File: src/dll_ctrl_pkg.sv
package dll_ctrl_pkg;
    // register map, byte offsets on the device register port
    localparam logic [11:0] CTRL_OFFSET = 12'h0091;
    localparam logic [11:0] STATUS_OFFSET = 12'h0092;
    localparam logic [11:0] GUARD_OFFSET = 12'h0093;
    localparam logic [11:0] COARSE_OFFSET = 12'h0094;
    localparam logic [11:0] FINE_OFFSET = 12'h0095;
    localparam logic [11:0] PHASE_OFFSET = 12'h0096;
    localparam logic [11:0] BW_OFFSET = 12'h0097;
    localparam logic [11:0] READ_OFFSET = 12'h0098;
    localparam logic [11:0] COARSE_RB_OFFSET = 12'h0099;
    localparam logic [11:0] FINE_RB_OFFSET = 12'h009a;
    localparam logic [11:0] PHASE_RB_OFFSET = 12'h009b;

    // field widths and positions
    localparam int COARSE_W = 6;
    localparam int FINE_W = 8;
    localparam int PHASE_W = 5;
    localparam int GUARD_W = 4;
    localparam int ENABLE_BIT = 0;
    localparam int MODE_LSB = 1;
    localparam int LOCKED_BIT = 0;
    localparam int LOST_BIT = 1;
    localparam int FAIL_BIT = 2;
    localparam int SPEED_LSB = 0;
    localparam int BW_LSB = 2;
    localparam int READ_BIT = 0;

    // reset values and the desired phase limit
    localparam logic [COARSE_W-1:0] COARSE_RESET = 6'h00;
    localparam logic [FINE_W-1:0] FINE_RESET = 8'h80;
    localparam logic [PHASE_W-1:0] PHASE_RESET = 5'h08;
    localparam logic [PHASE_W-1:0] PHASE_MAX = 5'h10;
    localparam logic [7:0] ZERO_BYTE = 8'h00;

    // loop step timing: the delay line needs this long to settle per step
    localparam int CLK_PERIOD_PS = 5000;
    localparam int STEP_SETTLE_NS = 40;
    localparam int STEP_CYCLES = (STEP_SETTLE_NS * 1000 + CLK_PERIOD_PS - 1) / CLK_PERIOD_PS;

    typedef enum logic [1:0] {
        MODE_SEARCH_TRACK = 2'b00,
        MODE_TRACK_ONLY = 2'b01,
        MODE_SEARCH_ONLY = 2'b10,
        MODE_RESERVED = 2'b11
    } loop_mode_t;

    typedef struct packed {
        logic [COARSE_W-1:0] coarse;
        logic [FINE_W-1:0] fine;
    } taps_t;

    typedef struct packed {
        logic fail;
        logic lost;
        logic locked;
    } lock_status_t;
endpackage

File: src/phase_filter.sv
module phase_filter #(
    parameter int PW = 5,
    parameter int FRAC = 8
) (
    input wire logic clk_in,
    input wire logic sys_rst_in,
    input wire logic clear_in,
    input wire logic [PW-1:0] phase_in,
    input wire logic [2:0] bandwidth_in,
    output logic [PW-1:0] phase_out
);
    localparam int AW = PW + FRAC;
    logic [AW-1:0] acc;
    logic signed [AW+1:0] diff;
    logic signed [AW+1:0] step;
    logic signed [AW+1:0] bias;
    logic [AW-1:0] next_acc;

    // first-order low pass: larger bandwidth code means slower, quieter filter
    assign diff = $signed({2'b00, phase_in, {FRAC{1'b0}}}) - $signed({2'b00, acc});
    // round a rising step up, else the shift stalls just below the input
    assign bias = diff[AW+1] ? '0 : $signed((AW+2)'((1 << bandwidth_in) - 1));
    assign step = (diff + bias) >>> bandwidth_in;
    assign next_acc = acc + step[AW-1:0];
    assign phase_out = acc[AW-1:FRAC];

    // clear preloads the input so a restart does not drag old history along
    always_ff @(posedge clk_in or posedge sys_rst_in) begin
        if (sys_rst_in) begin
            acc <= '0;
        end else if (clear_in) begin
            acc <= {phase_in, {FRAC{1'b0}}};
        end else begin
            acc <= next_acc;
        end
    end
endmodule

File: src/step_divider.sv
module step_divider #(
    parameter int BASE = 8,
    parameter int CW = 16
) (
    input wire logic clk_in,
    input wire logic sys_rst_in,
    input wire logic run_in,
    input wire logic [1:0] speed_in,
    output logic step_out
);
    logic [CW-1:0] count;
    logic [CW-1:0] limit;
    logic at_limit;

    // faster tracking speed halves the step period each notch
    assign limit = CW'((BASE << (2'd3 - speed_in)) - 1);
    assign at_limit = (count >= limit);

    always_ff @(posedge clk_in or posedge sys_rst_in) begin
        if (sys_rst_in) begin
            count <= '0;
            step_out <= 1'b0;
        end else if (!run_in) begin
            count <= '0;
            step_out <= 1'b0;
        end else begin
            count <= at_limit ? '0 : count + 1'b1;
            step_out <= at_limit;
        end
    end
endmodule

File: src/dll_clock_controller.sv
// Operation
// - enable runs loop; disabled taps follow setpoints
// - status bit 2 flags failure to lock
// - status bit 1 sticky lost lock while tracking, writable
// - status bit 0 shows lock achieved
// - writable coarse setpoint, resets to zero
// - eight-bit fine setpoint, resets to 0x80
// - filter bandwidth [4:2], tracking speed [1:0]
// - read request rising edge captures snapshots
// - six-bit coarse snapshot, resets zero
// - fine and phase snapshots, reset zero
module dll_clock_controller (
    input wire logic clk_in,
    input wire logic sys_rst_in,
    input wire logic [11:0] reg_addr_in,
    input wire logic reg_wr_en_in,
    input wire logic [7:0] reg_wdata_in,
    output logic [7:0] reg_rdata_out,
    input wire logic [dll_ctrl_pkg::PHASE_W-1:0] measured_phase_in,
    output dll_ctrl_pkg::taps_t delay_taps_out,
    output dll_ctrl_pkg::lock_status_t lock_status_out
);
    import dll_ctrl_pkg::*;

    typedef enum {
        ST_IDLE,
        ST_SEARCH,
        ST_TRACK,
        ST_HOLD,
        ST_FAIL
    } loop_state_t;

    // software-visible control state
    logic controller_enable;
    loop_mode_t loop_mode;
    logic [GUARD_W-1:0] guard_band;
    logic [COARSE_W-1:0] coarse_setpoint;
    logic [FINE_W-1:0] fine_setpoint;
    logic [PHASE_W-1:0] desired_phase;
    logic [2:0] phase_filter_bandwidth;
    logic [1:0] tracking_speed;
    logic read_request;
    logic [COARSE_W-1:0] coarse_snapshot;
    logic [FINE_W-1:0] fine_snapshot;
    logic [PHASE_W-1:0] phase_snapshot;

    // loop state
    loop_state_t state;
    loop_state_t next_state;
    taps_t taps;
    taps_t next_taps;
    logic lock_achieved_flag;
    logic lost_flag;
    logic fail_flag;
    logic enable_d;

    // register decode
    logic wr_ctrl;
    logic wr_status;
    logic wr_guard;
    logic wr_coarse;
    logic wr_fine;
    logic wr_phase;
    logic wr_bw;
    logic wr_read;
    assign wr_ctrl = reg_wr_en_in && (reg_addr_in == CTRL_OFFSET);
    assign wr_status = reg_wr_en_in && (reg_addr_in == STATUS_OFFSET);
    assign wr_guard = reg_wr_en_in && (reg_addr_in == GUARD_OFFSET);
    assign wr_coarse = reg_wr_en_in && (reg_addr_in == COARSE_OFFSET);
    assign wr_fine = reg_wr_en_in && (reg_addr_in == FINE_OFFSET);
    assign wr_phase = reg_wr_en_in && (reg_addr_in == PHASE_OFFSET);
    assign wr_bw = reg_wr_en_in && (reg_addr_in == BW_OFFSET);
    assign wr_read = reg_wr_en_in && (reg_addr_in == READ_OFFSET);

    // phase measurement path
    logic [PHASE_W-1:0] filtered_phase;
    logic filter_clear;
    logic step_en;
    logic loop_run;
    assign loop_run = controller_enable && (state != ST_IDLE) && (state != ST_FAIL);
    assign filter_clear = !controller_enable;

    phase_filter #(
        .PW(PHASE_W),
        .FRAC(8)
    ) u_filter (
        .clk_in(clk_in),
        .sys_rst_in(sys_rst_in),
        .clear_in(filter_clear),
        .phase_in(measured_phase_in),
        .bandwidth_in(phase_filter_bandwidth),
        .phase_out(filtered_phase)
    );

    step_divider #(
        .BASE(STEP_CYCLES),
        .CW(16)
    ) u_step (
        .clk_in(clk_in),
        .sys_rst_in(sys_rst_in),
        .run_in(loop_run),
        .speed_in(tracking_speed),
        .step_out(step_en)
    );

    // phase error against target, and guard band comparison
    logic signed [PHASE_W+1:0] phase_err;
    logic [PHASE_W+1:0] err_mag;
    logic in_guard;
    logic err_high;
    assign phase_err = $signed({2'b00, filtered_phase}) - $signed({2'b00, desired_phase});
    assign err_mag = phase_err[PHASE_W+1] ? $unsigned(-phase_err) : $unsigned(phase_err);
    assign in_guard = (err_mag <= {3'b000, guard_band});
    assign err_high = !phase_err[PHASE_W+1];

    // search sweeps fine first, then carries into coarse; end of range fails
    logic fine_at_end;
    logic coarse_at_end;
    assign fine_at_end = (taps.fine == {FINE_W{1'b1}});
    assign coarse_at_end = (taps.coarse == {COARSE_W{1'b1}});
    logic search_exhausted;
    assign search_exhausted = fine_at_end && coarse_at_end;

    // search-only mode parks after lock; reserved code behaves as search-track
    logic wants_track;
    assign wants_track = (loop_mode != MODE_SEARCH_ONLY);

    // loop controller next state and taps
    always_comb begin
        next_state = state;
        next_taps = taps;
        case (state)
            ST_IDLE: begin
                next_taps = '{coarse: coarse_setpoint, fine: fine_setpoint};
                if (controller_enable && !enable_d) begin
                    next_state = (loop_mode == MODE_TRACK_ONLY) ? ST_TRACK : ST_SEARCH;
                end
            end
            ST_SEARCH: begin
                if (step_en) begin
                    if (in_guard) begin
                        next_state = wants_track ? ST_TRACK : ST_HOLD;
                    end else if (search_exhausted) begin
                        next_state = ST_FAIL;
                    end else if (fine_at_end) begin
                        next_taps.fine = '0;
                        next_taps.coarse = taps.coarse + 1'b1;
                    end else begin
                        next_taps.fine = taps.fine + 1'b1;
                    end
                end
            end
            ST_TRACK: begin
                // nudge fine tap toward the target, clamped at the ends
                if (step_en && !in_guard) begin
                    if (err_high && (taps.fine != '0)) begin
                        next_taps.fine = taps.fine - 1'b1;
                    end else if (!err_high && !fine_at_end) begin
                        next_taps.fine = taps.fine + 1'b1;
                    end
                end
            end
            ST_HOLD: begin
                next_state = ST_HOLD;
            end
            ST_FAIL: begin
                next_state = ST_FAIL;
            end
            default: begin
                next_state = ST_IDLE;
            end
        endcase
        // disabling drops back to setpoint following
        if (!controller_enable) begin
            next_state = ST_IDLE;
        end
    end

    // lock evaluation for the status register
    logic next_locked;
    logic lock_drop;
    assign next_locked = ((state == ST_TRACK) || (state == ST_HOLD)) && in_guard
        && controller_enable;
    assign lock_drop = lock_achieved_flag && !next_locked && (state == ST_TRACK);

    always_ff @(posedge clk_in or posedge sys_rst_in) begin
        if (sys_rst_in) begin
            state <= ST_IDLE;
            taps <= '{coarse: COARSE_RESET, fine: FINE_RESET};
            enable_d <= 1'b0;
        end else begin
            state <= next_state;
            // feedback or setpoint drives the taps
            taps <= next_taps;
            enable_d <= controller_enable;
        end
    end

    // status flags
    always_ff @(posedge clk_in or posedge sys_rst_in) begin
        if (sys_rst_in) begin
            lock_achieved_flag <= 1'b0;
            lost_flag <= 1'b0;
            fail_flag <= 1'b0;
        end else begin
            lock_achieved_flag <= next_locked;
            if (lock_drop) begin
                lost_flag <= 1'b1;
            end else if (wr_status) begin
                lost_flag <= reg_wdata_in[LOST_BIT];
            end
            if (next_state == ST_FAIL) begin
                fail_flag <= 1'b1;
            end else if (state == ST_IDLE) begin
                fail_flag <= 1'b0;
            end
        end
    end

    // writable configuration
    always_ff @(posedge clk_in or posedge sys_rst_in) begin
        if (sys_rst_in) begin
            controller_enable <= 1'b0;
            loop_mode <= MODE_SEARCH_TRACK;
            guard_band <= '0;
            coarse_setpoint <= COARSE_RESET;
            fine_setpoint <= FINE_RESET;
            desired_phase <= PHASE_RESET;
            phase_filter_bandwidth <= '0;
            tracking_speed <= '0;
            read_request <= 1'b0;
        end else begin
            if (wr_ctrl) begin
                controller_enable <= reg_wdata_in[ENABLE_BIT];
                loop_mode <= loop_mode_t'(reg_wdata_in[MODE_LSB +: 2]);
            end
            if (wr_guard) begin
                guard_band <= reg_wdata_in[GUARD_W-1:0];
            end
            if (wr_coarse) begin
                coarse_setpoint <= reg_wdata_in[COARSE_W-1:0];
            end
            if (wr_fine) begin
                fine_setpoint <= reg_wdata_in[FINE_W-1:0];
            end
            if (wr_phase) begin
                desired_phase <= (reg_wdata_in[PHASE_W-1:0] > PHASE_MAX) ? PHASE_MAX
                    : reg_wdata_in[PHASE_W-1:0];
            end
            if (wr_bw) begin
                phase_filter_bandwidth <= reg_wdata_in[BW_LSB +: 3];
                tracking_speed <= reg_wdata_in[SPEED_LSB +: 2];
            end
            if (wr_read) begin
                read_request <= reg_wdata_in[READ_BIT];
            end
        end
    end

    // snapshot capture only on the 0 to 1 edge of the request bit
    logic read_rise;
    assign read_rise = wr_read && reg_wdata_in[READ_BIT] && !read_request;

    always_ff @(posedge clk_in or posedge sys_rst_in) begin
        if (sys_rst_in) begin
            coarse_snapshot <= '0;
            fine_snapshot <= '0;
            phase_snapshot <= '0;
        end else if (read_rise) begin
            coarse_snapshot <= taps.coarse;
            fine_snapshot <= taps.fine;
            phase_snapshot <= filtered_phase;
        end
    end

    // read mux; unmapped addresses read zero
    logic [7:0] rd_mux;
    always_comb begin
        case (reg_addr_in)
            CTRL_OFFSET: rd_mux = {5'h00, loop_mode, controller_enable};
            STATUS_OFFSET: rd_mux = {5'h00, fail_flag, lost_flag, lock_achieved_flag};
            GUARD_OFFSET: rd_mux = {4'h0, guard_band};
            COARSE_OFFSET: rd_mux = {2'b00, coarse_setpoint};
            FINE_OFFSET: rd_mux = fine_setpoint;
            PHASE_OFFSET: rd_mux = {3'b000, desired_phase};
            BW_OFFSET: rd_mux = {3'b000, phase_filter_bandwidth, tracking_speed};
            READ_OFFSET: rd_mux = {7'h00, read_request};
            COARSE_RB_OFFSET: rd_mux = {2'b00, coarse_snapshot};
            FINE_RB_OFFSET: rd_mux = fine_snapshot;
            PHASE_RB_OFFSET: rd_mux = {3'b000, phase_snapshot};
            default: rd_mux = ZERO_BYTE;
        endcase
    end

    // outputs are registered so the analog side sees glitch-free codes
    always_ff @(posedge clk_in or posedge sys_rst_in) begin
        if (sys_rst_in) begin
            reg_rdata_out <= ZERO_BYTE;
            delay_taps_out <= '{coarse: COARSE_RESET, fine: FINE_RESET};
            lock_status_out <= '0;
        end else begin
            reg_rdata_out <= rd_mux;
            delay_taps_out <= taps;
            lock_status_out <= '{fail: fail_flag, lost: lost_flag, locked: lock_achieved_flag};
        end
    end
endmodule

File: config.mk
export PLATFORM = sky130hd
export DESIGN_NAME = dll_clock_controller
export DESIGN_NICKNAME = d
export VERILOG_FILES = /design/src/dll_ctrl_pkg.sv /design/src/phase_filter.sv /design/src/step_divider.sv /design/src/dll_clock_controller.sv
export SDC_FILE = /design/constraint.sdc
export NUM_CORES = 1
export LEC_CHECK = 0
export ABC_AREA = 1
export BUFFER_PORTS_ARGS = -buffer_cell sky130_fd_sc_hd__buf_4
export CAP_MARGIN = 20
export CORE_MARGIN = 3
export CORE_UTILIZATION = 45
export CTS_BUF_LIST = sky130_fd_sc_hd__clkbuf_4 sky130_fd_sc_hd__clkbuf_8
export DETAILED_ROUTE_END_ITERATION = 7
export HOLD_SLACK_MARGIN = 0.02
export SYNTH_ARGS = -nofsm -noshare
export SYNTH_HDL_FRONTEND = slang
export SYNTH_SLANG_ARGS = --single-unit
File: constraint.sdc
create_clock -name clk_in -period 6.6 [get_ports clk_in]
set_clock_uncertainty 0.15 [all_clocks]
set_input_delay 0.33 -clock clk_in [delete_from_list [all_inputs] [get_ports clk_in]]
set_output_delay 0.33 -clock clk_in [all_outputs]
set_load 0.01 [all_outputs]
[Word-level counts from Yosys, hierarchy flattened]
Cells that the tools add are included.
Operators by class
  shift operators: 3
  $lt $le $gt $ge: 3
  $add $sub $neg: 12
  multiplexer cells: 30
  equal/unequal tests: 29
  reductions and logical operators: 38
Operators by type and width (count)
  32-bit two-way mux: 5
  32-bit case mux with 5 select lines: 1
  12-bit by 8-bit == test with 1-bit output (second input constant): 11
  32-bit by 3-bit == test with 1-bit output (second input constant): 3
  8-bit case mux with 11 select lines: 1
  32-bit by 2-bit == test with 1-bit output (second input constant): 2
  32-bit zero test: 2
  14-bit two-way mux: 3
  32-bit by 1-bit == test with 1-bit output (second input constant): 1
  32-bit by 4-bit == test with 1-bit output (second input constant): 1
  16-bit two-way mux: 2
  8-bit two-way mux: 4
  32-bit by 4-bit != test with 1-bit output (second input constant): 1
  32-bit nonzero test: 1
  8-bit case mux with 3 select lines: 1
  1-bit logical AND: 21
  16-bit by 1-bit adder with 16-bit output (second input constant): 1
  16-bit >= comparator: 1
  4-bit by 2-bit left shift with 16-bit output (first input constant): 1
  16-bit by 2-bit subtractor with 16-bit output (second input constant): 1
  15-bit adder: 1
  15-bit two-way mux: 1
  1-bit by 3-bit left shift with 15-bit output (first input constant): 1
  15-bit by 3-bit >>> shifter with 13-bit output: 1
  other kinds (31): 47
Word-level totals
  bits of input ports: 28
  word-level logic and storage cells: 143
  register bits after elaboration: 156

[Longest topological paths before layout]
  word-level depth: 10
  mapped depth: 37
  depth with buffers taken out: 37

[By module]
From an unflattened synthesis, not the netlist that was laid out.
Unflattened totals
  cells, all modules: 1229
  area, all modules: 9683.0 um2
Modules (own cells, without submodules)
  dll_clock_controller: area an instance 6147.1 um2, seq. area each 3158.0 um2, cells each 694, times used 1
  phase_filter: area an instance 2798.9 um2, seq. area each 325.3 um2, cells each 462, times used 1
  step_divider: area an instance 737.0 um2, seq. area each 425.4 um2, cells each 73, times used 1

[Worst setup path after synthesis]
No wires, ideal clock.
  path type: reg2reg
  start: reg phase_filter_bandwidth[0]
  end: reg u_filter.acc[12]
  stages on the path, launching flop included: 31
  arrival time: 4.180 ns
  clock period less this slack: 4.448 ns
  path slack: 2.152 ns
  setup time: 0.118 ns
  buffers on the path: 2
  path through: dfrtp_1 -> clkbuf_1 -> clkinv_1 -> clkbuf_1 -> nand2_1 -> ha_1 -> inv_1 -> o21ai_0 -> o21ai_0 -> nor2_1 -> ha_1 -> nand2_1 -> inv_1 -> nand2_1 -> inv_1 -> nand2_1 -> nand2_1 -> or2_2 -> nand3_1 -> nand2_1 -> o21ai_0 -> o21ai_0 -> fa_1 -> nand3_1 -> nand2_1 -> nand3_1 -> nand4_1 -> xor2_1 -> nand3_1 -> nand3_1 -> nand2_1
On the way
  longest elaborated chain between the ends: 7
Ends and longest elaborated chain
  from (decl): RTL line dll_clock_controller.sv:40  | logic [2:0] phase_filter_bandwidth;
  from (signal assigned): RTL line dll_clock_controller.sv:251  | phase_filter_bandwidth <= reg_wdata_in[BW_LSB +: 3];
  1-bit by 3-bit left shift with 15-bit output: RTL line phase_filter.sv:22  | assign bias = diff[AW+1] ? '0 : $signed((AW+2)'((1 << bandwidth_in) - 1));
  15-bit by 2-bit subtractor with 15-bit output: RTL line phase_filter.sv:22
  15-bit two-way mux: RTL line phase_filter.sv:22
  15-bit adder: RTL line phase_filter.sv:23  | assign step = (diff + bias) >>> bandwidth_in;
  15-bit by 3-bit >>> shifter with 13-bit output *: RTL line phase_filter.sv:23
  13-bit adder *: RTL line phase_filter.sv:24  | assign next_acc = acc + step[AW-1:0];
  13-bit two-way mux *: RTL line phase_filter.sv:31  | end else if (clear_in) begin
  to (signal assigned): RTL line phase_filter.sv:32  | acc <= {phase_in, {FRAC{1'b0}}};
  to (signal assigned): RTL line phase_filter.sv:34  | acc <= next_acc;
  to (decl): RTL line phase_filter.sv:13  | logic [AW-1:0] acc;
Mark *: on every way between the ends. The rest lies on a longest branch, timed or not.
A chain may end at the register's enable or synchronous reset.

[Final worst setup path]
  start: in measured_phase_in[1] in the netlist's numbering
  end: reg u_filter.acc[12]
On the way
  longest elaborated chain between the ends: 6
Ends and longest elaborated chain
  from (decl): RTL line dll_clock_controller.sv:19  | input wire logic [dll_ctrl_pkg::PHASE_W-1:0] measured_phase_in,
  13-bit by 13-bit subtractor with 14-bit output *: RTL line phase_filter.sv:20  | assign diff = $signed({2'b00, phase_in, {FRAC{1'b0}}}) - $signed({2'b00, acc});
  15-bit two-way mux: RTL line phase_filter.sv:22
  15-bit adder *: RTL line phase_filter.sv:23
  15-bit by 3-bit >>> shifter with 13-bit output *: RTL line phase_filter.sv:23
  13-bit adder *: RTL line phase_filter.sv:24
  13-bit two-way mux *: RTL line phase_filter.sv:31
Marks and branches as above.

==> flow_metrics.tcl <==
set metrics [dict create \
    wirelength_mm 25.9 \
    yosysWarnings 0 \
    cp.required_ns 6.81 \
    register_area_um2 3910 \
    path_buf_inv 5 \
    grt_usage_pct 22.0 \
    dpl.cell_count 1677 \
    grt_pass1_vias 8498 \
    hold_class "in2reg" \
    vdd_ir_drop_max_uv 120 \
    leakage_uw 0.00590 \
    worst_setup_path_end_kind "flip-flop" \
    clkPwrFrac_pct 39.7 \
    mostFrequentLayoutCell "nand2_1" \
    netSwitchingPower_uw 584 \
    p_per_area_nw_per_um2 179 \
    drt-pass1-iter-count 5 \
    final_layout_size_suffix_gt1_share_pct 10.3 \
    row_count 53 \
    r2r_slack_ns 1.39 \
    multiInputGateArea_um2 5460 \
    cts.reportedPaths.clkPinSlew_ns 0.09 \
    port_buffers 52 \
    critical_path.max_stage_delay_ns 0.53 \
    routedWlPerCell_um 15.1 \
    netlist_instances 1331 \
    cts_buffer_depth 2 \
    worstMarginPinSlew_ns 0.851 \
    fp.dieH_um 155 \
    timing.rr.end "u_filter.acc[12]" \
    final_cell_mix "345 x nand2_1, 169 x inv_1, 152 x dfrtp_1" \
    h-tree-depth 4 \
    critPathLaunchType "input port" \
    finalSetupTns_ns 0 \
    fin_crit_ns 5.27 \
    cts_sinks 156 \
    cp-startpoint "measured_phase_in[1]" \
    r2r_cells 33 \
    ant_nets 0 \
    worstSkewPairLatency_ns 0.47 \
    crit_type "in2reg" \
    die-area_um2 24100 \
    area_growth_pct 13.4 \
    internal-power_uw 1450 \
    grt_start_max_net_pins 99 \
    synth-edff-count 0 \
    antenna_cells 0 \
    cp_top_family "simple AND/OR/NAND/NOR gates" \
    grt_overflow 0 \
    reg2reg_from "u_filter.acc[1]" \
    slew_headroom_pct 43.2 \
    hpwl_mm 20.1 \
    max_freq_ghz 0.190 \
    syn_area_per_cell_um2 7.52 \
    hold_end "coarse_setpoint[5]" \
    power_frac_comb_pct 12.6 \
    gp_congestion 0.905 \
    drv_cap 0 \
    arrival_ns 5.48 \
    ys_seq_area_share_pct 39.1 \
    hold_depth 3 \
    ys_types 59 \
    vias 8840 \
    p_seq_share_pct 47.7 \
    synth_ff_type "dfrtp_1" \
    fp.dieW_um 155 \
    fin_cells 1718 \
    synth_seq_cells 156 \
    cpMostUsedCell "nand2_1" \
    root_buffer "clkbuf_8" \
    setup_viol 0 \
    drv_slew 0 \
    crit_slowest_cell "dlygate4sd3_1" \
    drc_errors 0 \
    post_cts_resized 0 \
    fillers 2156 \
    grt_antenna_before_repair 0 \
    async_flop_share_pct 100 \
    rsz0062_at_grt "no" \
    cts-buffers-inserted 17 \
    start_util_pct 46.7 \
    fin_nets 1521 \
    finalHoldViolCount 0 \
    status "finished, final reports clean" \
    ios 53 \
    critPathMaxFanout 8 \
    syn_area_um2 10000 \
    cts_tree "built" \
    switching_share_pct 28.7 \
    avgViaCountPerCell 5.15 \
    worstHoldStart "reg_wdata_in[5]" \
    core_um2 21400 \
    grt_pass1_wl_mm 42.8 \
    drt_iter0_drc 747 \
    period_share_pct 79.9 \
]
## area by class of cell
cell class | instances | area share, %
clock buffers | 18 | 2.13
clock inverters | 14 | 1.76
inverters | 178 | 5.93
multi-input cells | 1011 | 48.1
flip-flops and latches | 156 | 34.4
well taps | 275 | 3.03
repair buffers | 66 | 4.56
## what timing repair did
action | 4_1_cts | 5_1_grt
setup buffers | 0 | 0
endpoints found under the hold margin | 102 | 0
hold buffers | 9 | 0
## power by group through the flow
stage	clock, µW	combinational [µW]	sequential (µW)
floorplan	0	184	989
global placement	0	251	991
detailed placement	0	252	991
CTS	823	257	972
global route	860	294	974
finish	808	257	972
## synthesized netlist by cell type, drive strengths merged (2+ instances only)
cell    count  area [µm²]
clkinv      2        7.51
xor2       35         314
xnor2       8        70.1
buf         9        53.8
nand2     356        1370
and2        4        28.8
nor2      134         552
a21o        2        15.0
nand3b      7        52.6
inv       176         661
a211oi      2        15.0
o21ai      91         489
or2         3        18.8
a32o        4        40.0
mux2        3        33.8
dfstp       4         105
a31oi       6        37.5
nor3       19         128
dfrtp     152        3800
ha         60         751
nand3     131         698
o211ai      7        52.6
a21oi      48         244
o21bai      4        30.0
clkbuf     15        56.3
nand4      25         171
o22ai       4        25.0
conb        2        7.51
nor4        5        31.3
fa          3        60.1
nor3b       2        15.0
## registers in the layout, indices dropped and copies added, names as in the netlist, 8 cells and up
| signal | flops |
|---|---|
| u_filter.acc | 13 |
| state | 32 |
| fine_setpoint | 8 |
| reg_rdata_out | 8 |
| delay_taps_out | 14 |
| u_step.count | 16 |
| fine_snapshot | 8 |
| taps | 14 |
## how the worst max path moves through the flow
stage | to | slack (ns) | depth (start not counted)
2_1_floorplan | coarse_setpoint[0] | 1.92 | 1
3_3_place_gp | u_filter.acc[12] | 1.51 | 27
3_5_place_dp | u_filter.acc[12] | 1.42 | 30
4_1_cts | u_filter.acc[12] | 1.35 | 31
5_1_grt | u_filter.acc[12] | 0.80 | 33
6_report | u_filter.acc[12] | 1.33 | 31
## worst reg2reg max path, delay by kind of cell (launching register included)
family                   cells  cell delay [ns]
adder cells (fa/ha/maj)      3             0.87
AND/OR/NAND/NOR             21             2.80
XOR/XNOR                     2             0.33
AO/OA/AOI/OAI                2             0.21
buffers and inverters        5             0.31
flip-flops                   1             0.45
## stage by stage
step	utilization (%)	instance area, µm²	total power, µW	setup slack [ns]	hold slack (ns)
after floorplan	-	10200	1170	1.92	0.199
after global placement	50.5	10800	1240	1.51	0.242
after detailed placement	50.5	10800	1240	1.42	0.244
after CTS	53.0	11300	2050	1.35	0.0356
after global routing	53.0	11300	2130	0.796	0.0399
final	53.0	11300	2040	1.33	0.0441
## metal layers
metal,routed length (µm),global-route usage [%]
met3,1140,3.25
met1,12300,30.8
met4,515,6.10
met2,11900,35.7
met5,0,0
## cells by family after synthesis
| logic type | after synthesis | synth area share, % |
|---|---|---|
| mux | 3 | 0.338 |
| simple gates | 686 | 30.7 |
| flops | 156 | 39.1 |
| fa+ha+maj | 63 | 8.10 |
| xor+xnor | 43 | 3.84 |
| buf+inv | 202 | 7.78 |
| compound gates | 176 | 10.2 |
| other cells | 2 | 0.0750 |
Power figures use the tool's default switching activity.
